File: src/shared/ddmc_pkg.sv
// How it works
// Bypass bit at 1 routes the modulator path around its divide-by-2 stage.
// Each main datapath keeps its own bypass copy, chosen by the page select.
// Reset-hold bit resets to 1 and holds all digital logic in reset.
// Host clears reset-hold only after both clock loops report lock.
// Read-only bit 7 of link mode flags an unsupported mode and rate pairing.
// Host reprograms mode and rates whenever the invalid flag reads 1.
// In dual link, combine bit merges both sync requests into one.
// Six-bit link mode resets to 0x20; top bit picks dual link, low five the mode.
// Main interpolation code sits in bits 7:4, resets to 0x8.
// Channel interpolation code sits in bits 3:0, resets to 0x4.
// Reserved bits read zero; unlisted interpolation codes count as unsupported.
package ddmc_pkg;

    // ==========================================================
    // Bus geometry.
    localparam int ADDR_W = 12;
    localparam int IDX_W  = 10;

    // ==========================================================
    // Register indices; the byte address is four times the index.
    localparam logic [IDX_W-1:0] IDX_MODSW = 10'h0ff;
    localparam logic [IDX_W-1:0] IDX_RESET = 10'h100;
    localparam logic [IDX_W-1:0] IDX_LINK  = 10'h110;
    localparam logic [IDX_W-1:0] IDX_INTRP = 10'h111;
    localparam logic [IDX_W-1:0] IDX_PAGE  = 10'h008;

    // ==========================================================
    // Field positions.
    localparam int BYPASS_BIT   = 1;
    localparam int HOLD_BIT     = 0;
    localparam int INVALID_BIT  = 7;
    localparam int COMBINE_BIT  = 6;
    localparam int DUAL_BIT     = 5;
    localparam int MAIN_LSB     = 4;
    localparam int CH_LSB       = 0;

    // ==========================================================
    // Reset values.
    localparam logic       HOLD_RST       = 1'b1;
    localparam logic       COMBINE_RST    = 1'b0;
    localparam logic       BYPASS_RST     = 1'b0;
    localparam logic [5:0] MODE_RST       = 6'h20;
    localparam logic [3:0] MAIN_CODE_RST  = 4'h8;
    localparam logic [3:0] CH_CODE_RST    = 4'h4;

    // ==========================================================
    // Bus responses.
    localparam logic [1:0] RESP_OKAY   = 2'h0;
    localparam logic [1:0] RESP_SLVERR = 2'h2;

endpackage

File: src/ddmc_top.sv
// Our own choice: the AXI4-Lite register port.
`timescale 1ns/1ns
module ddmc_top #(
    parameter int         NUM_DP     = 2,
    parameter logic [4:0] MODE_LIMIT = 5'h15
) (
    input  wire logic                           aclk,
    input  wire logic                           aresetn,
    input  wire logic [ddmc_pkg::ADDR_W-1:0]    s_axi_awaddr,
    input  wire logic [2:0]                     s_axi_awprot,
    input  wire logic                           s_axi_awvalid,
    output logic                                s_axi_awready,
    input  wire logic [31:0]                    s_axi_wdata,
    input  wire logic [3:0]                     s_axi_wstrb,
    input  wire logic                           s_axi_wvalid,
    output logic                                s_axi_wready,
    output logic [1:0]                          s_axi_bresp,
    output logic                                s_axi_bvalid,
    input  wire logic                           s_axi_bready,
    input  wire logic [ddmc_pkg::ADDR_W-1:0]    s_axi_araddr,
    input  wire logic [2:0]                     s_axi_arprot,
    input  wire logic                           s_axi_arvalid,
    output logic                                s_axi_arready,
    output logic [31:0]                         s_axi_rdata,
    output logic [1:0]                          s_axi_rresp,
    output logic                                s_axi_rvalid,
    input  wire logic                           s_axi_rready,
    input  wire logic [1:0]                     link_sync_request_n_in,
    output logic [1:0]                          link_sync_request_outputs_n,
    output logic [NUM_DP-1:0]                   modpath_halving_bypass,
    output logic                                digital_reset_hold_bit,
    output logic                                dual_link,
    output logic [4:0]                          link_mode_field,
    output logic [3:0]                          main_path_interpolation_code,
    output logic [3:0]                          channel_interpolation_code,
    output logic                                mode_invalid
);

    // ==========================================================
    // Configuration state.
    logic [NUM_DP-1:0] bypass_ff;
    logic [NUM_DP-1:0] nxt_bypass;
    logic [NUM_DP-1:0] page_ff;
    logic [NUM_DP-1:0] nxt_page;
    logic              hold_ff;
    logic              nxt_hold;
    logic              combine_ff;
    logic              nxt_combine;
    logic [5:0]        mode_ff;
    logic [5:0]        nxt_mode;
    logic [3:0]        main_code_ff;
    logic [3:0]        nxt_main_code;
    logic [3:0]        ch_code_ff;
    logic [3:0]        nxt_ch_code;
    logic              invalid_ff;
    logic              nxt_invalid;
    logic [1:0]        sync_n_ff;
    logic [1:0]        nxt_sync_n;

    // ==========================================================
    // Write channel state.
    logic                          aw_have_ff;
    logic                          nxt_aw_have;
    logic [ddmc_pkg::IDX_W-1:0]    aw_idx_ff;
    logic [ddmc_pkg::IDX_W-1:0]    nxt_aw_idx;
    logic                          w_have_ff;
    logic                          nxt_w_have;
    logic [7:0]                    wbyte_ff;
    logic [7:0]                    nxt_wbyte;
    logic                          wlane_ff;
    logic                          nxt_wlane;
    logic                          bvalid_ff;
    logic                          nxt_bvalid;
    logic [1:0]                    bresp_ff;
    logic [1:0]                    nxt_bresp;

    // ==========================================================
    // Read channel state.
    logic                          rvalid_ff;
    logic                          nxt_rvalid;
    logic [31:0]                   rdata_ff;
    logic [31:0]                   nxt_rdata;
    logic [1:0]                    rresp_ff;
    logic [1:0]                    nxt_rresp;

    // ==========================================================
    // Decode helpers.
    logic                          commit;
    logic                          wr_hit;
    logic [ddmc_pkg::IDX_W-1:0]    ar_idx;
    logic                          rd_hit;
    logic [7:0]                    rd_byte;
    logic                          page_bypass;

    // Listed main datapath codes; anything else is unsupported.
    function automatic logic main_code_ok(input logic [3:0] c);
        case (c)
            4'h1, 4'h2, 4'h4, 4'h6, 4'h8, 4'hc: main_code_ok = 1'b1;
            default:                             main_code_ok = 1'b0;
        endcase
    endfunction

    // Listed channel codes; anything else is unsupported.
    function automatic logic ch_code_ok(input logic [3:0] c);
        case (c)
            4'h1, 4'h2, 4'h3, 4'h4, 4'h6, 4'h8: ch_code_ok = 1'b1;
            default:                             ch_code_ok = 1'b0;
        endcase
    endfunction

    // ==========================================================
    // Write handshake: address and data are taken in either order and held
    // until both are present, then the write commits and the response rises.
    assign s_axi_awready = !aw_have_ff && !bvalid_ff;
    assign s_axi_wready  = !w_have_ff && !bvalid_ff;
    assign commit        = aw_have_ff && w_have_ff;
    assign wr_hit        = (aw_idx_ff == ddmc_pkg::IDX_MODSW) || (aw_idx_ff == ddmc_pkg::IDX_RESET) ||
                           (aw_idx_ff == ddmc_pkg::IDX_LINK) || (aw_idx_ff == ddmc_pkg::IDX_INTRP) ||
                           (aw_idx_ff == ddmc_pkg::IDX_PAGE);

    always_comb begin
        nxt_aw_have = aw_have_ff;
        nxt_aw_idx  = aw_idx_ff;
        nxt_w_have  = w_have_ff;
        nxt_wbyte   = wbyte_ff;
        nxt_wlane   = wlane_ff;
        nxt_bvalid  = bvalid_ff;
        nxt_bresp   = bresp_ff;
        if (s_axi_awvalid && s_axi_awready) begin
            nxt_aw_have = 1'b1;
            nxt_aw_idx  = s_axi_awaddr[ddmc_pkg::ADDR_W-1:2];
        end
        if (s_axi_wvalid && s_axi_wready) begin
            nxt_w_have = 1'b1;
            nxt_wbyte  = s_axi_wdata[7:0];
            nxt_wlane  = s_axi_wstrb[0];
        end
        if (commit) begin
            nxt_aw_have = 1'b0;
            nxt_w_have  = 1'b0;
            nxt_bvalid  = 1'b1;
            nxt_bresp   = wr_hit ? ddmc_pkg::RESP_OKAY : ddmc_pkg::RESP_SLVERR;
        end else if (bvalid_ff && s_axi_bready) begin
            nxt_bvalid = 1'b0;
        end
    end

    // Write channel registers; reset leaves both ready lines high.
    always_ff @(posedge aclk) begin
        if (!aresetn) begin
            aw_have_ff <= 1'b0;
            aw_idx_ff  <= '0;
            w_have_ff  <= 1'b0;
            wbyte_ff   <= 8'h00;
            wlane_ff   <= 1'b0;
            bvalid_ff  <= 1'b0;
            bresp_ff   <= ddmc_pkg::RESP_OKAY;
        end else begin
            aw_have_ff <= nxt_aw_have;
            aw_idx_ff  <= nxt_aw_idx;
            w_have_ff  <= nxt_w_have;
            wbyte_ff   <= nxt_wbyte;
            wlane_ff   <= nxt_wlane;
            bvalid_ff  <= nxt_bvalid;
            bresp_ff   <= nxt_bresp;
        end
    end

    // Response straight from flops, so it cannot glitch while bready is low.
    assign s_axi_bvalid = bvalid_ff;
    assign s_axi_bresp  = bresp_ff;

    // ==========================================================
    // Paged bypass copies: a write lands in every datapath whose page bit is
    // set, so software may program both copies in one access.
    generate
        for (genvar i = 0; i < NUM_DP; i++) begin : g_dp
            always_comb begin
                nxt_bypass[i] = bypass_ff[i];
                if (commit && wlane_ff && aw_idx_ff == ddmc_pkg::IDX_MODSW && page_ff[i]) begin
                    nxt_bypass[i] = wbyte_ff[ddmc_pkg::BYPASS_BIT];
                end
            end
        end
    endgenerate

    // Read side of the paged register shows the lowest selected copy.
    always_comb begin
        page_bypass = 1'b0;
        for (int i = NUM_DP - 1; i >= 0; i--) begin
            if (page_ff[i]) begin
                page_bypass = bypass_ff[i];
            end
        end
    end

    // ==========================================================
    // Plain fields. Only byte lane 0 carries register data; reserved bits
    // are simply not stored, so writes to them vanish.
    always_comb begin
        nxt_page      = page_ff;
        nxt_hold      = hold_ff;
        nxt_combine   = combine_ff;
        nxt_mode      = mode_ff;
        nxt_main_code = main_code_ff;
        nxt_ch_code   = ch_code_ff;
        if (commit && wlane_ff) begin
            case (aw_idx_ff)
                ddmc_pkg::IDX_PAGE: begin
                    nxt_page = wbyte_ff[NUM_DP-1:0];
                end
                ddmc_pkg::IDX_RESET: begin
                    nxt_hold = wbyte_ff[ddmc_pkg::HOLD_BIT];
                end
                ddmc_pkg::IDX_LINK: begin
                    nxt_combine = wbyte_ff[ddmc_pkg::COMBINE_BIT];
                    nxt_mode    = wbyte_ff[5:0];
                end
                ddmc_pkg::IDX_INTRP: begin
                    nxt_main_code = wbyte_ff[ddmc_pkg::MAIN_LSB +: 4];
                    nxt_ch_code   = wbyte_ff[ddmc_pkg::CH_LSB +: 4];
                end
                default: begin
                    nxt_page = page_ff;
                end
            endcase
        end
    end

    // ==========================================================
    // Invalid pairing check: both codes must be listed and the mode number
    // must lie within the supported range. Registered so the flag is stable.
    // Limitation: only the code lists and a mode ceiling are checked; the
    // full table of legal mode and rate pairings is not modelled.
    always_comb begin
        nxt_invalid = !main_code_ok(main_code_ff) || !ch_code_ok(ch_code_ff) ||
                      (mode_ff[4:0] > MODE_LIMIT);
    end

    // ==========================================================
    // Sync request routing; requests are active low. While the digital
    // logic is held in reset both outputs request, so the links resync on
    // release instead of trusting stale alignment.
    always_comb begin
        if (hold_ff) begin
            nxt_sync_n = 2'b00;
        end else if (!mode_ff[ddmc_pkg::DUAL_BIT]) begin
            nxt_sync_n = {1'b1, link_sync_request_n_in[0]};
        end else if (combine_ff) begin
            nxt_sync_n = {2{&link_sync_request_n_in}};
        end else begin
            nxt_sync_n = link_sync_request_n_in;
        end
    end

    // Configuration registers. The page select resets to all ones so that a
    // first write after reset reaches every datapath copy.
    always_ff @(posedge aclk) begin
        if (!aresetn) begin
            bypass_ff    <= {NUM_DP{ddmc_pkg::BYPASS_RST}};
            page_ff      <= {NUM_DP{1'b1}};
            hold_ff      <= ddmc_pkg::HOLD_RST;
            combine_ff   <= ddmc_pkg::COMBINE_RST;
            mode_ff      <= ddmc_pkg::MODE_RST;
            main_code_ff <= ddmc_pkg::MAIN_CODE_RST;
            ch_code_ff   <= ddmc_pkg::CH_CODE_RST;
            invalid_ff   <= 1'b0;
            sync_n_ff    <= 2'b00;
        end else begin
            bypass_ff    <= nxt_bypass;
            page_ff      <= nxt_page;
            hold_ff      <= nxt_hold;
            combine_ff   <= nxt_combine;
            mode_ff      <= nxt_mode;
            main_code_ff <= nxt_main_code;
            ch_code_ff   <= nxt_ch_code;
            invalid_ff   <= nxt_invalid;
            sync_n_ff    <= nxt_sync_n;
        end
    end

    // ==========================================================
    // Read path: one read at a time, answered the cycle after it is taken.
    assign s_axi_arready = !rvalid_ff;
    assign ar_idx        = s_axi_araddr[ddmc_pkg::ADDR_W-1:2];

    // Read decode on the live address; a write committing on the same edge shows up one read later.
    always_comb begin
        rd_hit  = 1'b1;
        rd_byte = 8'h00;
        case (ar_idx)
            ddmc_pkg::IDX_MODSW: rd_byte[ddmc_pkg::BYPASS_BIT] = page_bypass;
            ddmc_pkg::IDX_RESET: rd_byte[ddmc_pkg::HOLD_BIT]   = hold_ff;
            ddmc_pkg::IDX_LINK:  rd_byte = {invalid_ff, combine_ff, mode_ff};
            ddmc_pkg::IDX_INTRP: rd_byte = {main_code_ff, ch_code_ff};
            ddmc_pkg::IDX_PAGE:  rd_byte[NUM_DP-1:0] = page_ff;
            default:             rd_hit = 1'b0;
        endcase
    end

    // Read capture; arready drops while an answer waits, so no read overwrites it.
    always_comb begin
        nxt_rvalid = rvalid_ff;
        nxt_rdata  = rdata_ff;
        nxt_rresp  = rresp_ff;
        if (s_axi_arvalid && s_axi_arready) begin
            nxt_rvalid = 1'b1;
            nxt_rdata  = {24'h000000, rd_byte};
            nxt_rresp  = rd_hit ? ddmc_pkg::RESP_OKAY : ddmc_pkg::RESP_SLVERR;
        end else if (rvalid_ff && s_axi_rready) begin
            nxt_rvalid = 1'b0;
        end
    end

    // Read channel registers.
    always_ff @(posedge aclk) begin
        if (!aresetn) begin
            rvalid_ff <= 1'b0;
            rdata_ff  <= 32'h00000000;
            rresp_ff  <= ddmc_pkg::RESP_OKAY;
        end else begin
            rvalid_ff <= nxt_rvalid;
            rdata_ff  <= nxt_rdata;
            rresp_ff  <= nxt_rresp;
        end
    end

    // Read answer straight from flops.
    assign s_axi_rvalid = rvalid_ff;
    assign s_axi_rdata  = rdata_ff;
    assign s_axi_rresp  = rresp_ff;

    // ==========================================================
    // Outputs to the datapath, all straight from flops.
    assign modpath_halving_bypass       = bypass_ff;
    assign digital_reset_hold_bit       = hold_ff;
    assign dual_link                    = mode_ff[ddmc_pkg::DUAL_BIT];
    assign link_mode_field              = mode_ff[4:0];
    assign main_path_interpolation_code = main_code_ff;
    assign channel_interpolation_code   = ch_code_ff;
    assign mode_invalid                 = invalid_ff;
    assign link_sync_request_outputs_n  = sync_n_ff;

endmodule

File: config.mk
export PLATFORM = sky130hd
export DESIGN_NAME = ddmc_top
export DESIGN_NICKNAME = d
export VERILOG_FILES = /design/src/shared/ddmc_pkg.sv /design/src/ddmc_top.sv
export SDC_FILE = /design/constraint.sdc
export NUM_CORES = 1
export LEC_CHECK = 0
export ABC_AREA = 1
export BUFFER_PORTS_ARGS = -buffer_cell sky130_fd_sc_hd__buf_2
export CORE_MARGIN = 5
export CORE_UTILIZATION = 41
export CTS_CLUSTER_DIAMETER = 40
export DETAILED_ROUTE_END_ITERATION = 8
export PLACE_DENSITY = 0.76
export SLEW_MARGIN = 20
export SYNTH_ARGS = -nofsm -noshare
export SYNTH_HDL_FRONTEND = slang
export SYNTH_SLANG_ARGS = --single-unit
File: constraint.sdc
create_clock -name aclk -period 1.06 [get_ports aclk]
set_input_delay 0.106 -clock aclk [delete_from_list [all_inputs] [get_ports aclk]]
set_output_delay 0.106 -clock aclk [all_outputs]
set_load 0.01 [all_outputs]
# == Word-level counts from Yosys, hierarchy flattened ==
# Index checks and enable logic that the tools add are counted.
# word_totals
regBits,58
out_inout_bits,61
# op_classes
magnitude_cmp,1
n_eq_ne,22
mux,16
bitwise_logic,1
n_reduce_logical,36
# op_table
cell,n
$eq A10 B9 Y1 const B,6
$eq A10 B4 Y1 const B,2
$eq A10 B8 Y1 const B,2
$eq A4 B3 Y1 const B,4
$eq A4 B2 Y1 const B,3
$eq A4 B4 Y1 const B,3
$logic_and A1 B1 Y1,12
$pmux W6 S2,1
$reduce_or A6 Y1,2
$reduce_and A2 Y1,5
$mux W1,9
$eq A4 B1 Y1 const B,2
$mux W2,4
$pmux W1 S4,2
$logic_not A1 Y1,6
$logic_or A1 B1 Y1,6
$gt A5 B5 Y1 const B,1
$reduce_or A5 Y1,1
$reduce_bool A2 Y1,2
$reduce_or A2 Y1,2
$not A1 Y1,1

# == Longest topological paths before layout ==
# logic_depth
ltp_word,6
ltp_mapped,9

# == Least setup slack after synthesis ==
# OpenSTA, ideal clock, no wires.
# synth_timing
kind,register to register
start,"reg rvalid_ff, in the netlist s_axi_rvalid"
end,"reg rresp_ff[1], in the netlist s_axi_rresp[1]"
setup_ns,0.118
arrival_time_ns,1.140
setup_slack_ns,-0.198
path_stages_with_launch,7
path_cell_list,dfxtp_1 -> inv_1 -> nand2_1 -> clkinv_1 -> buf_4 -> o211ai_1 -> nor2_1
# synth_via
elab_chain_cells,2
# synth_lines
item,line,source
start: declaration,ddmc_top.sv:79,logic rvalid_ff;
start signal: assignment,ddmc_top.sv:322,rvalid_ff <= nxt_rvalid;
$logic_not A1 Y1,ddmc_top.sv:284,assign s_axi_arready = !rvalid_ff;
net s_axi_arready,ddmc_top.sv:23,"output logic s_axi_arready,"
$logic_and A1 B1 Y1,ddmc_top.sv:306,if (s_axi_arvalid && s_axi_arready) begin
end signal: assignment,ddmc_top.sv:320,rresp_ff <= ddmc_pkg::RESP_OKAY;
end signal: assignment,ddmc_top.sv:324,rresp_ff <= nxt_rresp;
end: declaration,ddmc_top.sv:83,logic [1:0] rresp_ff;
# The timed path passes the listed nets, and every way through them passes these cells.
# A chain may end at the register's enable or synchronous reset.

# == Worst setup path after layout ==
# layout_timing
start,reg aw_idx_ff[6] (netlist name)
end,"reg ch_code_ff[0], in the netlist channel_interpolation_code[0]"
# layout_via
elab_chain_cells,2
# layout_lines
item,line,source
start: declaration,ddmc_top.sv:64,logic [ddmc_pkg::IDX_W-1:0] aw_idx_ff;
start signal: assignment,ddmc_top.sv:160,aw_idx_ff <= nxt_aw_idx;
$eq A10 B9 Y1,ddmc_top.sv:208,case (aw_idx_ff)
$reduce_and A2 Y1 (no source line),--,
end signal: assignment,ddmc_top.sv:266,ch_code_ff <= ddmc_pkg::CH_CODE_RST;
end signal: assignment,ddmc_top.sv:276,ch_code_ff <= nxt_ch_code;
end: declaration,ddmc_top.sv:53,logic [3:0] ch_code_ff;
# No other way between the ends.

==> results.sh <==
export IMPL_fp_row_count=29
export IMPL_r2r_setup_slack_ns=-0.21
export IMPL_critical_path_class="reg -> reg"
export IMPL_first_global_vias=2718
export IMPL_synth_cell_types=33
export IMPL_drtIter0Drc=187
export IMPL_status="finished with violations"
export IMPL_num_vias=2831
export IMPL_place_inst=565
export IMPL_antenna_cells=0
export IMPL_grt_usage_pct=17.46
export IMPL_worst_path_buf_inv=0
export IMPL_fp_dieH_um=91.98
export IMPL_peakVddDrop_mv=0.9210
export IMPL_finalWorstSetupSlack_ns=-0.2092
export IMPL_hold_buffers=0
export IMPL_layout_nets=576
export IMPL_path_max_fanout=5
export IMPL_grt_max_degree=39
export IMPL_post_dp_hpwl_um=5537
export IMPL_design_area_mm2=0.003809
export IMPL_p_leak_nw=1.797
export IMPL_setup_viol=26
export IMPL_crit_arrival_ns=1.48
export IMPL_yosys_warnings=0
export IMPL_regArea_mm2=0.001162
export IMPL_routedWlPerCell_um=13.28
export IMPL_gr_total_overflow=0
export IMPL_crit_path_top_delay_cell="dfxtp_4"
export IMPL_fin_total_pwr_mw=4.440
export IMPL_finalNonFillerCells=579
export IMPL_antenna_found_initial=0
export IMPL_clkTransAtPathRegs_ns=0.11
export IMPL_placed_area_mm2=0.003392
export IMPL_synthesis_area_mm2=0.002755
export IMPL_maxCapViolCount=0
export IMPL_nFillCells=582
export IMPL_ioPinCount=136
export IMPL_detail_route_antenna_nets=0
export IMPL_routed_wl_um=7689
export IMPL_ys_seq_elements=56
export IMPL_holdWs_ns=0.02332
export IMPL_maxSlewViolCount=0
export IMPL_slowest_delay_ns=0.37
export IMPL_syn_area_per_cell_um2=7.011
export IMPL_seq_area_frac_synth_pct=40.69
export IMPL_cts_tree="yes"
export IMPL_first_pass_iters=5
export IMPL_cts_sinks=56
export IMPL_syn_inst=393
export IMPL_clockBufferDepth=2
export IMPL_cpMostUsedCell="nor2_4"
export IMPL_powerDensity_mw_per_mm2=1166
export IMPL_async_reset_ff_share_pct=0
export IMPL_htreeDepth=2
export IMPL_multiInputGateArea_mm2=0.001599
export IMPL_end_kind="flop"
export IMPL_root_buffer="clkbuf_8"
export IMPL_hold_viol=0
export IMPL_cp_start_kind="flop"
export IMPL_grt_pass1_wl_um=12210
export IMPL_violations="setup timing"
export IMPL_die_width_um=91.98
export IMPL_holdCritPathClass="in -> reg"
export IMPL_cpLargestDelayFamily="simple AND/OR/NAND/NOR gates"
export IMPL_period_needed_ns=1.269
export IMPL_required_ns=1.27
export IMPL_synth_main_ff_cell="dfxtp_1"
export IMPL_core_area_mm2=0.006459
export IMPL_io_buffers=72
export IMPL_rsz0062_at_grt="true"
export IMPL_clock_latency_ns=0.32
export IMPL_start_util_pct=42.66
export IMPL_globalplace_congestion=0.8882
export IMPL_numCtsBuffers=5
export IMPL_synth_edf_count=0
export IMPL_fin_crit_sh_pct=119.7
export IMPL_syn_to_final_growth_pct=38.24
export IMPL_viasPerCell=4.889
export IMPL_fin_util_pct=58.97
export IMPL_path_cells="nor2_4 > nand3_4 > nor2_4 > nand4_4 > o21ai_2 > a21oi_1"
export IMPL_fmaxAchievable_mhz=787.9
export IMPL_drc=0
export IMPL_drive_gt1_share_pct=42.63
export IMPL_die_area_mm2=0.008459
export IMPL_fin_skew_ns=0.01420
==> cell usage after synthesis, types with 2 or more instances <==
master | instances | area, um^2
nor2_1 | 71 | 266.5
nand2_1 | 59 | 221.5
dfxtp_1 | 56 | 1121
inv_1 | 38 | 142.6
a21oi_1 | 29 | 145.1
o21ai_0 | 28 | 140.1
buf_4 | 27 | 202.7
nand3_1 | 19 | 95.09
nor3_1 | 10 | 50.05
o21ai_1 | 9 | 45.04
nand4_1 | 6 | 37.54
clkbuf_1 | 5 | 18.77
inv_2 | 5 | 18.77
o211ai_1 | 4 | 30.03
nor2_2 | 3 | 18.77
nor2_4 | 3 | 33.78
clkinv_1 | 2 | 7.510
nand2_2 | 2 | 12.51
nand3_2 | 2 | 20.02
o21ai_2 | 2 | 17.52
==> where the power goes <==
part | internal [mW] | switching (mW) | total, mW
logic | 0.384 | 0.532 | 0.916
clock network | 0.473 | 0.707 | 1.18
registers | 2.22 | 0.127 | 2.34
total | 3.07 | 1.37 | 4.44
==> timing repair <==
action / CTS / global route
endpoints found under the hold margin: 0 / 0
setup buffers: 1 / 2
cloned: 1 / 2
endpoints found under the setup margin: 22 / 54
gates resized for setup: 24 / 77
pin swaps: 13 / 22
==> kinds of logic (layout without fill, tap and decap cells) <==
kind of cell	Yosys count	in the layout	synth area share, %
AND/OR/NAND/NOR	181	183	29.97
buffers and inverters	80	162	14.67
other	1	26	0.1361
AO/OA/AOI/OAI	75	75	14.53
flip-flops	56	56	40.69
==> state kept, by name, indices dropped and copies added (netlist names) <==
| signal | flops |
|---|---|
| aw_have_ff | 1 |
| aw_idx_ff | 10 |
| channel_interpolation_code | 4 |
| combine_ff | 1 |
| digital_reset_hold_bit | 1 |
| link_sync_request_outputs_n | 2 |
| main_path_interpolation_code | 4 |
| mode_ff | 6 |
| mode_invalid | 1 |
| modpath_halving_bypass | 2 |
| page_ff | 2 |
| s_axi_bresp | 1 |
| s_axi_bvalid | 1 |
| s_axi_rdata | 8 |
| s_axi_rresp | 1 |
| s_axi_rvalid | 1 |
| w_have_ff | 1 |
| wbyte_ff | 8 |
| wlane_ff | 1 |
==> worst reg2reg max path, delay by kind of cell (launching register included) <==
kind / cells / cell delay [ns]
compound gates: 2 / 0.23
flops: 1 / 0.37
simple gates: 4 / 0.57
==> metrics by stage <==
| stage | TNS [ns] | setup slack [ns] |
|---|---|---|
| 4_1_cts | -2.752 | -0.1771 |
| 3_3_place_gp | -2.254 | -0.1188 |
| 2_1_floorplan | -0.4236 | -0.04085 |
| 3_5_place_dp | -3.796 | -0.2018 |
| 5_1_grt | -5.349 | -0.2688 |
| 6_report | -3.364 | -0.2092 |
==> cell type report <==
cell class / instances / area share (%)
multi-input cells: 284 / 41.98
flip-flops and latches: 56 / 30.52
repair buffers: 107 / 17.48
inverters: 46 / 5.026
well taps: 77 / 2.530
clock buffers: 5 / 1.807
clock inverters: 3 / 0.5256
repair inverters: 1 / 0.1314
==> layer usage <==
layer | vias to the layer above | global-route usage [%] | share of wire [%]
met5 | - | 0 | 0
met4 | 0 | 7.921 | 2.9
met3 | 22 | 2.864 | 6.8
met2 | 119 | 30.96 | 48
met1 | 1251 | 20.62 | 42
li1 | 1439 | - | -
==> final timing paths <==
kind,startpoint,end,cells after the start
setup / recovery,aw_idx_ff[6],channel_interpolation_code[0],6
hold / removal,s_axi_wdata[4],wbyte_ff[4],3
setup reg to reg,aw_idx_ff[6],channel_interpolation_code[0],6
hold reg to reg,s_axi_rdata[0],s_axi_rdata[0],2
==> cell usage in the layout, fill, tap and decap left out, types with 2 or more instances in the layout <==
| cell | count |
|---|---|
| a21oi_1 | 23 |
| a21oi_2 | 7 |
| buf_2 | 69 |
| buf_4 | 31 |
| buf_6 | 6 |
| clkbuf_8 | 5 |
| clkinv_4 | 2 |
| conb_1 | 26 |
| dfxtp_1 | 39 |
| dfxtp_2 | 9 |
| dfxtp_4 | 8 |
| inv_1 | 31 |
| inv_2 | 10 |
| inv_4 | 3 |
| nand2_1 | 53 |
| nand2_2 | 5 |
| nand2_4 | 4 |
| nand3_1 | 18 |
| nand3_4 | 3 |
| nand4_1 | 6 |
| nand4_4 | 2 |
| nor2_1 | 59 |
| nor2_2 | 7 |
| nor2_4 | 11 |
| nor3_1 | 5 |
| nor3_2 | 5 |
| nor3_4 | 2 |
| o211ai_1 | 4 |
| o21ai_0 | 3 |
| o21ai_1 | 18 |
| o21ai_2 | 18 |
Note: power is estimated with default switching activity, not from simulation.
